[config.mk]
export PLATFORM = sky130hd
export DESIGN_NAME = oecc_integrity
export DESIGN_NICKNAME = d
export VERILOG_FILES = /design/src/oecc_pkg.sv /design/src/oecc_integrity.sv /design/src/oecc_shadow_mem.sv
export SDC_FILE = /design/constraint.sdc
export NUM_CORES = 1
export LEC_CHECK = 0
export BUFFER_PORTS_ARGS = -buffer_cell sky130_fd_sc_hd__buf_2
export CORE_MARGIN = 1.5
export CORE_UTILIZATION = 35
export CTS_BUF_LIST = sky130_fd_sc_hd__clkbuf_16
export DETAILED_ROUTE_END_ITERATION = 10
export GPL_TIMING_DRIVEN = 1
export MAX_ROUTING_LAYER = met4
export PLACE_DENSITY = 0.58
export SLEW_MARGIN = 20
export SYNTH_ARGS = -nofsm -noshare
export SYNTH_HDL_FRONTEND = slang
export SYNTH_SLANG_ARGS = --single-unit
[constraint.sdc]
create_clock -name clk_sys -period 9.2 [get_ports clk_sys]
set_input_delay 1.38 -clock clk_sys [delete_from_list [all_inputs] [get_ports clk_sys]]
set_output_delay 1.38 -clock clk_sys [all_outputs]
set_load 0.02 [all_outputs]
[src/oecc_pkg.sv]
package oecc_pkg;

  // ************************************************************
  // Register map
  // ************************************************************
  localparam int         ADDR_W       = 8;
  localparam int         SH_WORDS     = 12;
  localparam int         SH_IW        = 4;
  localparam logic [7:0] OFF_SH_FIRST = 8'h00;
  localparam logic [7:0] OFF_SH_LAST  = 8'h2f;
  localparam logic [7:0] OFF_CTRL     = 8'h30;
  localparam logic [7:0] OFF_STAT     = 8'h34;
  localparam logic [7:0] OFF_FAULT    = 8'h38;
  localparam logic [7:0] OFF_CMP_HI   = 8'h3c;
  localparam logic [7:0] OFF_CMP_LO   = 8'h40;
  localparam logic [7:0] OFF_REF_HI   = 8'h44;
  localparam logic [7:0] OFF_REF_LO   = 8'h48;
  localparam logic [7:0] OFF_SEC_BLK  = 8'h4c;
  localparam logic [7:0] OFF_DED_BLK  = 8'h50;

  // ************************************************************
  // Fields and reset values
  // ************************************************************
  localparam int         CTRL_MSEL_LSB = 0;
  localparam int         CTRL_GO_BIT   = 3;
  localparam int         STAT_CDONE    = 0;
  localparam int         STAT_FDONE    = 1;
  localparam int         STAT_BUSY     = 2;
  localparam int         FLT_CMIS      = 0;
  localparam int         FLT_FMIS      = 1;
  localparam int         FLT_SEC       = 2;
  localparam int         FLT_DED       = 3;
  localparam logic [2:0] MSEL_RST      = 3'h0;
  localparam logic [2:0] MARGIN_NORMAL = 3'h0;
  localparam logic [7:0] REF_RST       = 8'h00;
  localparam logic [2:0] BLK_IDX_RST   = 3'h0;
  localparam logic [1:0] RESP_OKAY     = 2'h0;
  localparam logic [1:0] RESP_SLVERR   = 2'h2;
  localparam logic [31:0] SH_DEFAULT [SH_WORDS] = '{default: 32'h0000_0000};

  // ************************************************************
  // Code and timing
  // ************************************************************
  localparam int          NBLK          = 6;
  localparam int          BLK_IW        = 3;
  localparam int          CRC_W         = 16;
  localparam logic [15:0] CRC_POLY_DEF  = 16'h1021;
  localparam logic [15:0] CRC_INIT_DEF  = 16'hffff;
  localparam int          CLK_PERIOD_PS = 5000;
  localparam int          SCAN_PERIOD_US = 100;
  localparam int          SCAN_CYCLES   = SCAN_PERIOD_US * 1000000 / CLK_PERIOD_PS;

  typedef enum logic [2:0] {
    L_IDLE  = 3'b000,
    L_DEFLT = 3'b001,
    L_REQ   = 3'b010,
    L_WAIT  = 3'b011,
    L_WR_LO = 3'b100,
    L_WR_HI = 3'b101
  } oecc_ld_t;

  typedef enum logic [2:0] {
    S_WAIT  = 3'b000,
    S_CUST  = 3'b001,
    S_CFIN  = 3'b010,
    S_CDONE = 3'b011,
    S_FACT  = 3'b100,
    S_FDONE = 3'b101
  } oecc_scan_t;

  typedef struct packed {
    logic        req;
    logic [2:0]  blk;
    logic [2:0]  margin;
  } oecc_nvm_req_t;

  typedef struct packed {
    logic [63:0] data;
    logic        sec;
    logic        ded;
  } oecc_ecc_res_t;

  function automatic logic reg_mapped(input logic [ADDR_W-1:0] a);
    return (a[1:0] == 2'b00) && (a <= OFF_DED_BLK);
  endfunction

  // Position 0 is overall parity, powers of two hold pN, data fill the rest
  function automatic oecc_ecc_res_t ecc_decode(input logic [71:0] cw);
    oecc_ecc_res_t r;
    logic [6:0]    syn;
    logic [71:0]   c;
    int            k;
    syn = '0;
    c   = cw;
    k   = 0;
    r   = '0;
    for (int i = 1; i < 72; i++) begin
      if (cw[i]) syn = syn ^ 7'(i);
    end
    if (^cw) begin
      if (syn < 7'd72) begin
        r.sec    = 1'b1;
        c[syn]   = ~c[syn];
      end else begin
        r.ded = 1'b1;
      end
    end else if (syn != 7'd0) begin
      r.ded = 1'b1;
    end
    for (int i = 3; i < 72; i++) begin
      if ((i & (i - 1)) != 0) begin
        r.data[k] = c[i];
        k++;
      end
    end
    return r;
  endfunction

endpackage

[src/oecc_integrity.sv]
`timescale 1ns/1ps
`default_nettype none
module oecc_integrity
  import oecc_pkg::*;
#(
  parameter int unsigned      SCAN_CYC      = SCAN_CYCLES,
  parameter int unsigned      FACT_WORDS    = 4,
  parameter logic [CRC_W-1:0] CRC_POLY      = CRC_POLY_DEF,
  parameter logic [CRC_W-1:0] CRC_INIT      = CRC_INIT_DEF,
  parameter bit               CRC_LSB_FIRST = 1'b0
) (
  input  wire logic                    clk_sys,
  input  wire logic                    rst,
  input  wire logic [ADDR_W-1:0]       s_axi_awaddr,
  input  wire logic                    s_axi_awvalid,
  output var  logic                    s_axi_awready,
  input  wire logic [31:0]             s_axi_wdata,
  input  wire logic [3:0]              s_axi_wstrb,
  input  wire logic                    s_axi_wvalid,
  output var  logic                    s_axi_wready,
  output var  logic [1:0]              s_axi_bresp,
  output var  logic                    s_axi_bvalid,
  input  wire logic                    s_axi_bready,
  input  wire logic [ADDR_W-1:0]       s_axi_araddr,
  input  wire logic                    s_axi_arvalid,
  output var  logic                    s_axi_arready,
  output var  logic [31:0]             s_axi_rdata,
  output var  logic [1:0]              s_axi_rresp,
  output var  logic                    s_axi_rvalid,
  input  wire logic                    s_axi_rready,
  output var  oecc_nvm_req_t           nvm_req,
  input  wire logic                    nvm_ack,
  input  wire logic [71:0]             nvm_rdata,
  input  wire logic [FACT_WORDS*32-1:0] fact_words
);

  localparam int FIW = (FACT_WORDS > 1) ? $clog2(FACT_WORDS) : 1;

  logic [ADDR_W-1:0] awaddr_q, araddr_q;
  logic [31:0]       wdata_q, rdata_q;
  logic [3:0]        wstrb_q;
  logic              aw_held_q, w_held_q, bvalid_q, rvalid_q, arready_q;
  logic [1:0]        bresp_q, rresp_q, rd_ph_q;
  logic              wr_fire, rd_take, stat_rd;
  logic [3:0]        mem_we;
  logic [SH_IW-1:0]  mem_wa, mem_ra, scan_idx_q, ld_idx_q;
  logic [31:0]       mem_wd, mem_rd, rd_mux;
  oecc_ld_t          ld_q;
  oecc_scan_t        scan_q;
  oecc_nvm_req_t     nvm_q;
  oecc_ecc_res_t     ecc_now;
  logic [63:0]       blk_q;
  logic              last_blk, blk_sec, blk_ded, go_q;
  logic [2:0]        msel_q, sec_blk_q, ded_blk_q;
  logic              sec_q, ded_q, cmis_q, fmis_q, cdone_q, fdone_q;
  logic [7:0]        ref_hi_q, ref_lo_q;
  logic [CRC_W-1:0]  crc_q, cmp_q, fref_q;
  logic              cvld_q, fref_vld_q, scan_rd_q;
  logic [31:0]       tick_q;
  logic [FIW-1:0]    fidx_q;

  function automatic logic [CRC_W-1:0] crc_word(input logic [CRC_W-1:0] c, input logic [31:0] w);
    logic [CRC_W-1:0] r;
    logic             fb;
    r = c;
    for (int i = 0; i < 32; i++) begin
      fb = r[CRC_W-1] ^ (CRC_LSB_FIRST ? w[i] : w[31-i]);
      r  = {r[CRC_W-2:0], 1'b0} ^ (fb ? CRC_POLY : '0);
    end
    return r;
  endfunction

  function automatic logic wr_hit(input logic [ADDR_W-1:0] off, input int bitpos);
    return wr_fire && awaddr_q == off && wstrb_q[0] && wdata_q[bitpos];
  endfunction

  // ************************************************************
  // AXI4-Lite write channel
  // ************************************************************
  // Shadow writes wait while a load owns the memory port
  assign wr_fire = aw_held_q && w_held_q && !bvalid_q && ld_q == L_IDLE;

  always_ff @(posedge clk_sys) begin
    if (rst) begin
      aw_held_q <= 1'b0;
      w_held_q  <= 1'b0;
      awaddr_q  <= '0;
      wdata_q   <= '0;
      wstrb_q   <= '0;
    end else begin
      if (s_axi_awvalid && !aw_held_q) begin
        aw_held_q <= 1'b1;
        awaddr_q  <= s_axi_awaddr;
      end else if (wr_fire) begin
        aw_held_q <= 1'b0;
      end
      if (s_axi_wvalid && !w_held_q) begin
        w_held_q <= 1'b1;
        wdata_q  <= s_axi_wdata;
        wstrb_q  <= s_axi_wstrb;
      end else if (wr_fire) begin
        w_held_q <= 1'b0;
      end
    end
  end

  always_ff @(posedge clk_sys) begin
    if (rst) begin
      bvalid_q <= 1'b0;
      bresp_q  <= RESP_OKAY;
    end else if (wr_fire) begin
      bvalid_q <= 1'b1;
      bresp_q  <= reg_mapped(awaddr_q) ? RESP_OKAY : RESP_SLVERR;
    end else if (s_axi_bready) begin
      bvalid_q <= 1'b0;
    end
  end

  // ************************************************************
  // Control and reference registers
  // ************************************************************
  always_ff @(posedge clk_sys) begin
    if (rst) begin
      msel_q   <= MSEL_RST;
      go_q     <= 1'b0;
      ref_hi_q <= REF_RST;
      ref_lo_q <= REF_RST;
    end else begin
      go_q <= wr_hit(OFF_CTRL, CTRL_GO_BIT);
      if (wr_fire && wstrb_q[0]) begin
        if (awaddr_q == OFF_CTRL) msel_q <= wdata_q[CTRL_MSEL_LSB +: 3];
        if (awaddr_q == OFF_REF_HI) ref_hi_q <= wdata_q[7:0];
        if (awaddr_q == OFF_REF_LO) ref_lo_q <= wdata_q[7:0];
      end
    end
  end

  // ************************************************************
  // AXI4-Lite read channel
  // ************************************************************
  // Phase 1 drives the memory address, phase 2 catches its registered data
  assign rd_take = s_axi_arvalid && arready_q;
  assign stat_rd = rd_ph_q == 2'd2 && araddr_q == OFF_STAT;

  always_comb begin
    rd_mux = 32'h0000_0000;
    case (araddr_q)
      OFF_CTRL:    rd_mux[CTRL_MSEL_LSB +: 3] = msel_q;
      OFF_STAT:    rd_mux[2:0] = {ld_q != L_IDLE, fdone_q, cdone_q};
      OFF_FAULT:   rd_mux[3:0] = {ded_q, sec_q, fmis_q, cmis_q};
      OFF_CMP_HI:  rd_mux[7:0] = cmp_q[15:8];
      OFF_CMP_LO:  rd_mux[7:0] = cmp_q[7:0];
      OFF_REF_HI:  rd_mux[7:0] = ref_hi_q;
      OFF_REF_LO:  rd_mux[7:0] = ref_lo_q;
      OFF_SEC_BLK: rd_mux[2:0] = sec_blk_q;
      OFF_DED_BLK: rd_mux[2:0] = ded_blk_q;
      default:     if (araddr_q <= OFF_SH_LAST) rd_mux = mem_rd;
    endcase
  end

  always_ff @(posedge clk_sys) begin
    if (rst) begin
      arready_q <= 1'b1;
      rd_ph_q   <= 2'd0;
      araddr_q  <= '0;
      rvalid_q  <= 1'b0;
      rdata_q   <= '0;
      rresp_q   <= RESP_OKAY;
    end else begin
      case (rd_ph_q)
        2'd0: if (rd_take) begin
          arready_q <= 1'b0;
          araddr_q  <= s_axi_araddr;
          rd_ph_q   <= 2'd1;
        end
        2'd1: rd_ph_q <= 2'd2;
        2'd2: begin
          rvalid_q <= 1'b1;
          rdata_q  <= reg_mapped(araddr_q) ? rd_mux : 32'h0000_0000;
          rresp_q  <= reg_mapped(araddr_q) ? RESP_OKAY : RESP_SLVERR;
          rd_ph_q  <= 2'd3;
        end
        default: if (s_axi_rready) begin
          rvalid_q  <= 1'b0;
          arready_q <= 1'b1;
          rd_ph_q   <= 2'd0;
        end
      endcase
    end
  end

  // ************************************************************
  // Shadow memory and its port sharing
  // ************************************************************
  always_comb begin
    mem_we = 4'h0;
    mem_wa = awaddr_q[5:2];
    mem_wd = wdata_q;
    case (ld_q)
      L_DEFLT: begin
        mem_we = 4'hf;
        mem_wa = ld_idx_q;
        mem_wd = SH_DEFAULT[ld_idx_q];
      end
      L_WR_LO: begin
        mem_we = 4'hf;
        mem_wa = {nvm_q.blk, 1'b0};
        mem_wd = blk_q[31:0];
      end
      L_WR_HI: begin
        mem_we = 4'hf;
        mem_wa = {nvm_q.blk, 1'b1};
        mem_wd = blk_q[63:32];
      end
      // An unaligned address answers SLVERR, so it must not touch the shadow either
      default: if (wr_fire && reg_mapped(awaddr_q) && awaddr_q <= OFF_SH_LAST) mem_we = wstrb_q;
    endcase
  end

  // A bus read wins the read port; the scan simply waits one cycle
  assign mem_ra = (rd_ph_q == 2'd1) ? araddr_q[5:2] : scan_idx_q;

  oecc_shadow_mem #(
    .DW    (32),
    .DEPTH (SH_WORDS),
    .AW    (SH_IW)
  ) u_mem (
    .clk_sys (clk_sys),
    .rst     (rst),
    .we      (mem_we),
    .waddr   (mem_wa),
    .wdata   (mem_wd),
    .raddr   (mem_ra),
    .rdata   (mem_rd)
  );

  // ************************************************************
  // Wakeup and margin load sequencer
  // ************************************************************
  assign ecc_now  = ecc_decode(nvm_rdata);
  assign last_blk = nvm_q.blk == BLK_IW'(NBLK - 1);
  assign blk_sec  = ld_q == L_WAIT && nvm_ack && ecc_now.sec;
  assign blk_ded  = ld_q == L_WAIT && nvm_ack && ecc_now.ded;

  always_ff @(posedge clk_sys) begin
    if (rst) begin
      ld_q     <= L_DEFLT;
      ld_idx_q <= '0;
      nvm_q    <= '0;
      blk_q    <= '0;
    end else begin
      case (ld_q)
        L_IDLE: if (go_q) begin
          ld_q         <= L_REQ;
          nvm_q.blk    <= '0;
          nvm_q.margin <= msel_q;
        end
        L_DEFLT: if (ld_idx_q == SH_IW'(SH_WORDS - 1)) begin
          ld_q         <= L_REQ;
          nvm_q.blk    <= '0;
          nvm_q.margin <= MARGIN_NORMAL;
        end else begin
          ld_idx_q <= ld_idx_q + 4'h1;
        end
        L_REQ: begin
          nvm_q.req <= 1'b1;
          ld_q      <= L_WAIT;
        end
        L_WAIT: if (nvm_ack) begin
          nvm_q.req <= 1'b0;
          blk_q     <= ecc_now.data;
          if (!ecc_now.ded) begin
            ld_q <= L_WR_LO;
          end else if (last_blk) begin
            ld_q <= L_IDLE;
          end else begin
            ld_q      <= L_REQ;
            nvm_q.blk <= nvm_q.blk + 3'h1;
          end
        end
        L_WR_LO: ld_q <= L_WR_HI;
        L_WR_HI: if (last_blk) begin
          ld_q <= L_IDLE;
        end else begin
          ld_q      <= L_REQ;
          nvm_q.blk <= nvm_q.blk + 3'h1;
        end
        default: ld_q <= L_IDLE;
      endcase
    end
  end

  // Set wins over a clear landing in the same cycle
  always_ff @(posedge clk_sys) begin
    if (rst) begin
      sec_q     <= 1'b0;
      ded_q     <= 1'b0;
      sec_blk_q <= BLK_IDX_RST;
      ded_blk_q <= BLK_IDX_RST;
    end else begin
      sec_q <= (sec_q && !wr_hit(OFF_FAULT, FLT_SEC)) || blk_sec;
      ded_q <= (ded_q && !wr_hit(OFF_FAULT, FLT_DED)) || blk_ded;
      if (blk_sec) sec_blk_q <= nvm_q.blk;
      if (blk_ded) ded_blk_q <= nvm_q.blk;
    end
  end

  // ************************************************************
  // Background CRC scan
  // ************************************************************
  always_ff @(posedge clk_sys) begin
    if (rst) begin
      scan_q     <= S_WAIT;
      tick_q     <= '0;
      scan_idx_q <= '0;
      scan_rd_q  <= 1'b0;
      fidx_q     <= '0;
    end else if (ld_q != L_IDLE) begin
      scan_q    <= S_WAIT; // A reload restarts the scan from scratch
      tick_q    <= '0;
      scan_rd_q <= 1'b0;
    end else begin
      scan_rd_q <= 1'b0;
      case (scan_q)
        S_WAIT: if (tick_q == 32'(SCAN_CYC - 1)) begin
          scan_q     <= S_CUST;
          tick_q     <= '0;
          scan_idx_q <= '0;
        end else begin
          tick_q <= tick_q + 32'h1;
        end
        S_CUST: if (rd_ph_q != 2'd1) begin
          scan_rd_q <= 1'b1;
          if (scan_idx_q == SH_IW'(SH_WORDS - 1)) scan_q <= S_CFIN;
          else scan_idx_q <= scan_idx_q + 4'h1;
        end
        S_CFIN:  scan_q <= S_CDONE;
        S_CDONE: begin
          scan_q <= S_FACT;
          fidx_q <= '0;
        end
        S_FACT: if (fidx_q == FIW'(FACT_WORDS - 1)) scan_q <= S_FDONE;
          else fidx_q <= fidx_q + FIW'(1);
        default: scan_q <= S_WAIT;
      endcase
    end
  end

  always_ff @(posedge clk_sys) begin
    if (rst) begin
      crc_q <= CRC_INIT;
    end else if (scan_rd_q) begin
      crc_q <= crc_word(crc_q, mem_rd);
    end else if (scan_q == S_FACT && ld_q == L_IDLE) begin
      crc_q <= crc_word(crc_q, fact_words[32*fidx_q +: 32]);
    end else if (scan_q == S_WAIT || scan_q == S_CDONE) begin
      crc_q <= CRC_INIT;
    end
  end

  // ************************************************************
  // Results, done bits and mismatch flags
  // ************************************************************
  always_ff @(posedge clk_sys) begin
    if (rst) begin
      cmp_q      <= '0;
      cvld_q     <= 1'b0;
      fref_q     <= '0;
      fref_vld_q <= 1'b0;
      cmis_q     <= 1'b0;
      fmis_q     <= 1'b0;
      cdone_q    <= 1'b0;
      fdone_q    <= 1'b0;
    end else begin
      if (scan_q == S_CDONE) begin
        cmp_q  <= crc_q;
        cvld_q <= 1'b1;
      end
      // First factory pass after reset is the baseline for later passes
      if (scan_q == S_FDONE && !fref_vld_q) begin
        fref_q     <= crc_q;
        fref_vld_q <= 1'b1;
      end
      cmis_q  <= cvld_q && cmp_q != {ref_hi_q, ref_lo_q};
      fmis_q  <= (fmis_q && !wr_hit(OFF_FAULT, FLT_FMIS)) ||
                 (scan_q == S_FDONE && fref_vld_q && crc_q != fref_q);
      cdone_q <= (cdone_q && !stat_rd) || scan_q == S_CDONE;
      fdone_q <= (fdone_q && !stat_rd) || scan_q == S_FDONE;
    end
  end

  assign s_axi_awready = !aw_held_q;
  assign s_axi_wready  = !w_held_q;
  assign s_axi_bvalid  = bvalid_q;
  assign s_axi_bresp   = bresp_q;
  assign s_axi_arready = arready_q;
  assign s_axi_rvalid  = rvalid_q;
  assign s_axi_rdata   = rdata_q;
  assign s_axi_rresp   = rresp_q;
  assign nvm_req       = nvm_q;
endmodule
`default_nettype wire

[src/oecc_shadow_mem.sv]
`timescale 1ns/1ps
`default_nettype none
module oecc_shadow_mem #(
  parameter int DW    = 32,
  parameter int DEPTH = 12,
  parameter int AW    = 4
) (
  input  wire logic            clk_sys,
  input  wire logic            rst,
  input  wire logic [DW/8-1:0] we,
  input  wire logic [AW-1:0]   waddr,
  input  wire logic [DW-1:0]   wdata,
  input  wire logic [AW-1:0]   raddr,
  output var  logic [DW-1:0]   rdata
);

  logic [DW-1:0] mem [DEPTH];

  always_ff @(posedge clk_sys) begin
    for (int b = 0; b < DW / 8; b++) begin
      if (we[b]) mem[waddr][8*b +: 8] <= wdata[8*b +: 8];
    end
  end

  always_ff @(posedge clk_sys) begin
    if (rst) rdata <= '0;
    else rdata <= mem[raddr];
  end

endmodule
`default_nettype wire

==> out/metrics.csv, run 1 <==
metric,value,unit
syn_area_per_cell,11.8,µm²
num_vias,24700,
wl_per_cell,23.7,µm
setup_violations,0,
crit_start,nvm_rdata[35],
wl,108000,µm
worst-path-max-fanout,20,
synth_area_leaders,"edfxtp_1 (33%), dfxtp_1 (19%), mux4_2 (8.7%), xnor2_1 (6.8%), nand2_1 (3.6%)",
path_class,input pin to flop,
grt_pass1_vias,24000,
finalHoldViolations,0,
pwr_density_cell,361,nW/µm²
ys.flop_type,edfxtp_1,
finalWeightedCongestion,0.955,
ios,308,
ctsHoldBuffers,0,
leakagePower,14.3,nW
crit_family,compound AO/OA/AOI/OAI gates,
dp_hpwl,76600,µm
finish.utilization,0.407,
clock-sinks,711,
status,"complete, no violations",
crit_required,9.65,ns
final_cell_mix,"edfxtp_1 (384), nand2_1 (329), dfxtp_1 (325), buf_2 (304), nor2_1 (270)",
worst_hold_path_type,flop to flop,
clockBufferDepth,3,
grt_max_degree,99,
layout-drive-gt1-share,0.214,
cts_tree,done,
cts_resized,0,
startpoint_type,input pin,
drv_slew,0,
synth_top_area_frac,0.333,
period_minus_slack,6.53,ns
yosysUniqueCellTypes,79,
cp-end-kind,flop,
clk_latency,0.62,ns
antenna_found_initial,6,
syn_to_final_growth,15.4,%
fin_nets,3450,
fillers,9398,
critPathBufInv,2,
p_switching,0.00606,W
ys_seq_area_frac,0.522,
start_util,0.352,
die_h,318,µm
synth_edf_count,384,
irDropWorstVdd,0.00118,V
async_reset_ff_frac,0,
seq_power_share,0.275,
cts_buffers,76,
die_w,318,µm
portBuffers,305,
rsz0062_at_grt,false,
setup_tns,0,ns
grt_pass1_wl,159000,µm
max_freq,153,MHz
p_sw_frac,0.420,
intPower,0.00837,W
cp_slowest_cell,a211oi_4,
htreeDepth,3,
layout_commonest_cell,edfxtp_1,
viasPerCell,5.44,
grt_usage,0.215,
skew,0.0218,ns
worstPathCellList,"buf_2, xor2_1, xnor3_1, xnor3_4, xnor2_4, nor3_2, o21ai_2, o22ai_1, or3_1, a311o_1, a211oi_4, buf_4, o32ai_1",
syn-cell-area,34600,µm²
cp_num_cells,13,
route.detailed.drc,0,
netlist_instances,2932,
yosysWarnings,0,
clkTransAtPathRegs,0.06,ns
tightest_slew,1.15,ns
critPathArrivalTime,6.98,ns
cts_setup_buffers,0,
die_area,101000,µm²
r2r_start,fidx_q[0],
fin_crit_sh,0.710,
yosysTopAreaCell,edfxtp_1,
drtIter0Drc,2249,
max_stage_delay,0.87,ns
dr.pass1.iters,5,
max_cap_violations,0,
ant_nets,0,
row_count,115,
cts_root_buf,clkbuf_16,
setup_slack,2.67,ns
clockPowerShare,0.208,
r2r_slack,4.31,ns
worstReg2RegEnd,crc_q[5],
p_comb_frac,0.517,
gr-total-overflow,0,
reg2regPathDepth,12,
max_slew_margin,0.230,
fp.coreArea,98300,µm²
post-place-ws,2.14,ns
synth_seq_cells,711,
cp-endpoint,blk_q[10],
[worst min path at each step]
stage,from,end,depth (start not counted)
2_1_floorplan,blk_q[29],blk_q[29],2
3_3_place_gp,blk_q[22],blk_q[22],1
3_5_place_dp,blk_q[14],blk_q[14],1
4_1_cts,wdata_q[21],wdata_q[21],2
5_1_grt,wdata_q[21],wdata_q[21],2
6_report,wdata_q[23],wdata_q[23],2
[layer usage]
| layer | wire [µm] | up-vias | global-route usage | share of wire |
|---|---|---|---|---|
| met5 | 0 | - | - | 0 |
| met4 | 3670 | 0 | 0.0745 | 0.034 |
| met3 | 7050 | 197 | 0.0287 | 0.066 |
| met2 | 50800 | 1030 | 0.343 | 0.47 |
| met1 | 46000 | 12200 | 0.282 | 0.43 |
| li1 | - | 11300 | - | - |
[synthesized netlist by cell type (23+ instances only)]
library cell / count
edfxtp_1: 384
nand2_1: 329
dfxtp_1: 327
nor2_1: 272
xnor2_1: 268
a21oi_1: 163
clkbuf_1: 162
mux4_2: 134
mux2i_1: 119
xor2_1: 76
o21ai_0: 69
o211ai_1: 43
a21o_1: 42
a211oi_1: 37
nand3_1: 33
a22oi_1: 31
inv_1: 23
nor3_1: 23
[power groups by stage]
stage / clock (W) / sequential, W / combinational (W)
final: 0.00300 / 0.00397 / 0.00746
after global routing: 0.00317 / 0.00400 / 0.00793
after CTS: 0.00306 / 0.00398 / 0.00738
after global placement: 0 / 0.00403 / 0.00737
after detailed placement: 0 / 0.00404 / 0.00735
after floorplan: 0 / 0.00395 / 0.00555
[cell families (layout without fill, tap and decap cells)]
group,Yosys count,count (layout),synth area share
and+or+nand+nor,809,809,0.103
buffers and inverters,217,522,0.0256
other,1,8,0.000108
DFF,711,711,0.522
muxes,264,264,0.125
adders and majority gates,10,10,0.00361
AOI/OAI and AO/OA,536,536,0.109
xor gates and xnor gates,384,384,0.112
[cell type report]
type | instances | area, µm² | area share
timing repair buffer | 363 | 1990 | 0.0498
antenna | 6 | 15.0 | 0.000376
sequential | 711 | 18100 | 0.452
multi-input combinational | 2005 | 15800 | 0.394
inverter | 23 | 86.3 | 0.00216
clock inverter | 55 | 398 | 0.00995
tap | 1287 | 1610 | 0.0403
clock buffer | 81 | 2030 | 0.0507
[worst min-delay path: stages, from the launching register on]
cell	delay, ns
dfxtp_1	0.31
nand2_1	0.05
a21oi_1	0.05
[registers in the layout (all words and copies together) (netlist names), 8 cells and up]
name	cells
crc_q	16
u_mem.rdata	32
blk_q	64
tick_q	32
s_axi_rdata	32
awaddr_q	8
cmp_q	16
ref_hi_q	8
fref_q	16
u_mem.mem	384
wdata_q	32
ref_lo_q	8
araddr_q	8
[per-stage QoR]
step	cells	hold slack (ns)	instance area [µm²]	power (W)
floorplan	2933	0.424	34600	0.00950
global placement	4388	0.435	37500	0.0114
detailed placement	4388	0.447	37500	0.0114
CTS	4524	0.456	39900	0.0144
global route	4529	0.475	40000	0.0151
finish	4531	0.454	40000	0.0144
Power figures use the tool's default switching activity.
==> run 2: changes to the inputs <==
- PLACE_DENSITY: 0.58 -> 0.59
- clock period: 9.2 -> 5.55 ns (I/O delays scaled with it)
==> run 2 against run 1 <==
Against the previous run:
- sequential share of layout area down 0.77 points
- total power up 69%
- count of clock-buffer cells in the layout down 2
- flip-flop and latch count unchanged
- core utilization up 0.70 points
- sequential power up 65%
- via count down 0.21%
- cell count up 1.7%
==> out/metrics.csv, run 2 (synthesized netlist as in run 1, its figures left out) <==
metric,value,unit
max_cap_violations,0,
num_vias,24600,
clkTransAtPathRegs,0.06,ns
regMostFlops,u_mem.mem,
ios,308,
cts_tree,done,
max_freq,215,MHz
grt_usage,0.216,
drv_slew,0,
startpoint_type,input pin,
tightest_slew,1.12,ns
reg.largest.list,"u_mem.mem (384), blk_q (64)",
setup_tns,0,ns
grt_pass1_vias,24100,
p_sw_frac,0.416,
wl,108000,µm
crit_required,6.02,ns
grt_max_degree,70,
rsz0062_at_grt,false,
finalHoldViolations,0,
worst_hold_path_type,input pin to flop,
fp.coreArea,98300,µm²
setup_violations,0,
start_util,0.352,
critPathArrivalTime,5.13,ns
gr-total-overflow,0,
finish.utilization,0.414,
antenna_found_initial,6,
dr.pass1.iters,7,
pwr_density_cell,600,nW/µm²
cts_resized,0,
leakagePower,14.7,nW
skew,0.0173,ns
die_w,318,µm
seq_power_share,0.269,
route.detailed.drc,0,
cts_setup_buffers,0,
final_cell_mix,"edfxtp_1 (384), nand2_1 (329), dfxtp_1 (325), buf_2 (304), nor2_1 (272)",
die_area,101000,µm²
period_minus_slack,4.65,ns
irDropWorstVdd,0.00113,V
status,"complete, no violations",
fin_nets,3526,
cts_buffers,76,
dp_hpwl,78800,µm
ctsHoldBuffers,0,
p_comb_frac,0.523,
ant_nets,0,
fin_crit_sh,0.838,
wl_per_cell,23.3,µm
viasPerCell,5.34,
worst-path-max-fanout,52,
dp.cells,4464,
p_switching,0.0101,W
htreeDepth,3,
cts_root_buf,clkbuf_16,
intPower,0.0143,W
finalWeightedCongestion,0.952,
syn_to_final_growth,17.4,%
layout-drive-gt1-share,0.236,
row_count,115,
drtIter0Drc,2123,
cp-end-kind,flop,
path_class,input pin to flop,
layout_commonest_cell,edfxtp_1,
die_h,318,µm
clockBufferDepth,3,
clk_latency,0.63,ns
clock-sinks,711,
clockPowerShare,0.208,
grt_pass1_wl,159000,µm
portBuffers,305,
post_layout_nonfiller_instances,4609,
max_slew_margin,0.251,
largest_register_ffs,384,
[run 2: cell types whose count changed in the layout (fill, tap and decap cells not counted), moves of 3 or more]
cell      before  now
inv_1         43   36
clkinv_2       9   12
o21ai_1       17   20
clkinv_4       0    4
buf_12         0    5
o21ai_0       55   52
buf_4         57  128
inv_6          0    3
[run 2: path summary, 6_finish.rpt]
path	start	endpoint	slack [ns]	depth (start not counted)
worst max-delay path	nvm_rdata[35]	blk_q[15]	0.90	14
worst min-delay path	s_axi_awaddr[1]	awaddr_q[1]	0.44	3
worst max register to register	fidx_q[0]	crc_q[5]	1.05	12
worst min register to register	wdata_q[22]	wdata_q[22]	0.46	2
[run 2: power by group through the flow]
stage	clock [W]	combinational (W)	sequential (W)
2_1_floorplan	0	0.00921	0.00654
3_3_place_gp	0	0.0127	0.00666
3_5_place_dp	0	0.0126	0.00668
4_1_cts	0.00517	0.0127	0.00657
5_1_grt	0.00537	0.0136	0.00661
6_report	0.00507	0.0128	0.00656
[run 2: area by class of cell]
cell class | instances | area, µm²
fillers | 9376 | 57600
flip-flops and latches | 711 | 18100
repair buffers | 439 | 2630
clock inverters | 61 | 505
clock buffers | 79 | 1980
well taps | 1287 | 1610
inverters | 23 | 86.3
multi-input cells | 2005 | 15800
diodes | 4 | 10.0
[run 2: layer usage]
metal	routed length, µm	share of wire	GRT usage
met5	0	0	-
met4	3300	0.031	0.0667
met2	51400	0.48	0.350
met1	46000	0.43	0.278
met3	6860	0.064	0.0350
[run 2: worst max-delay path: stages]
cell and delay, ns:
buf_2 0.14, xor2_1 0.23, xnor3_1 0.48, xnor3_4 0.54
xnor2_4 0.52, buf_4 0.27, xnor2_1 0.15, nor2_1 0.06
o311a_1 0.37, o41ai_1 0.44, o311ai_2 0.29, a211oi_4 0.30
buf_12 0.30, o32ai_1 0.14
[run 2: metrics by stage]
stage | setup WS, ns | hold slack [ns] | total power, W | area (µm²)
after floorplan | 1.11 | 0.424 | 0.0157 | 34600
after global placement | 0.344 | 0.443 | 0.0194 | 38100
after detailed placement | 0.297 | 0.447 | 0.0193 | 38100
after CTS | 0.932 | 0.403 | 0.0244 | 40600
after global routing | 0.703 | 0.426 | 0.0256 | 40700
final | 0.898 | 0.435 | 0.0244 | 40700
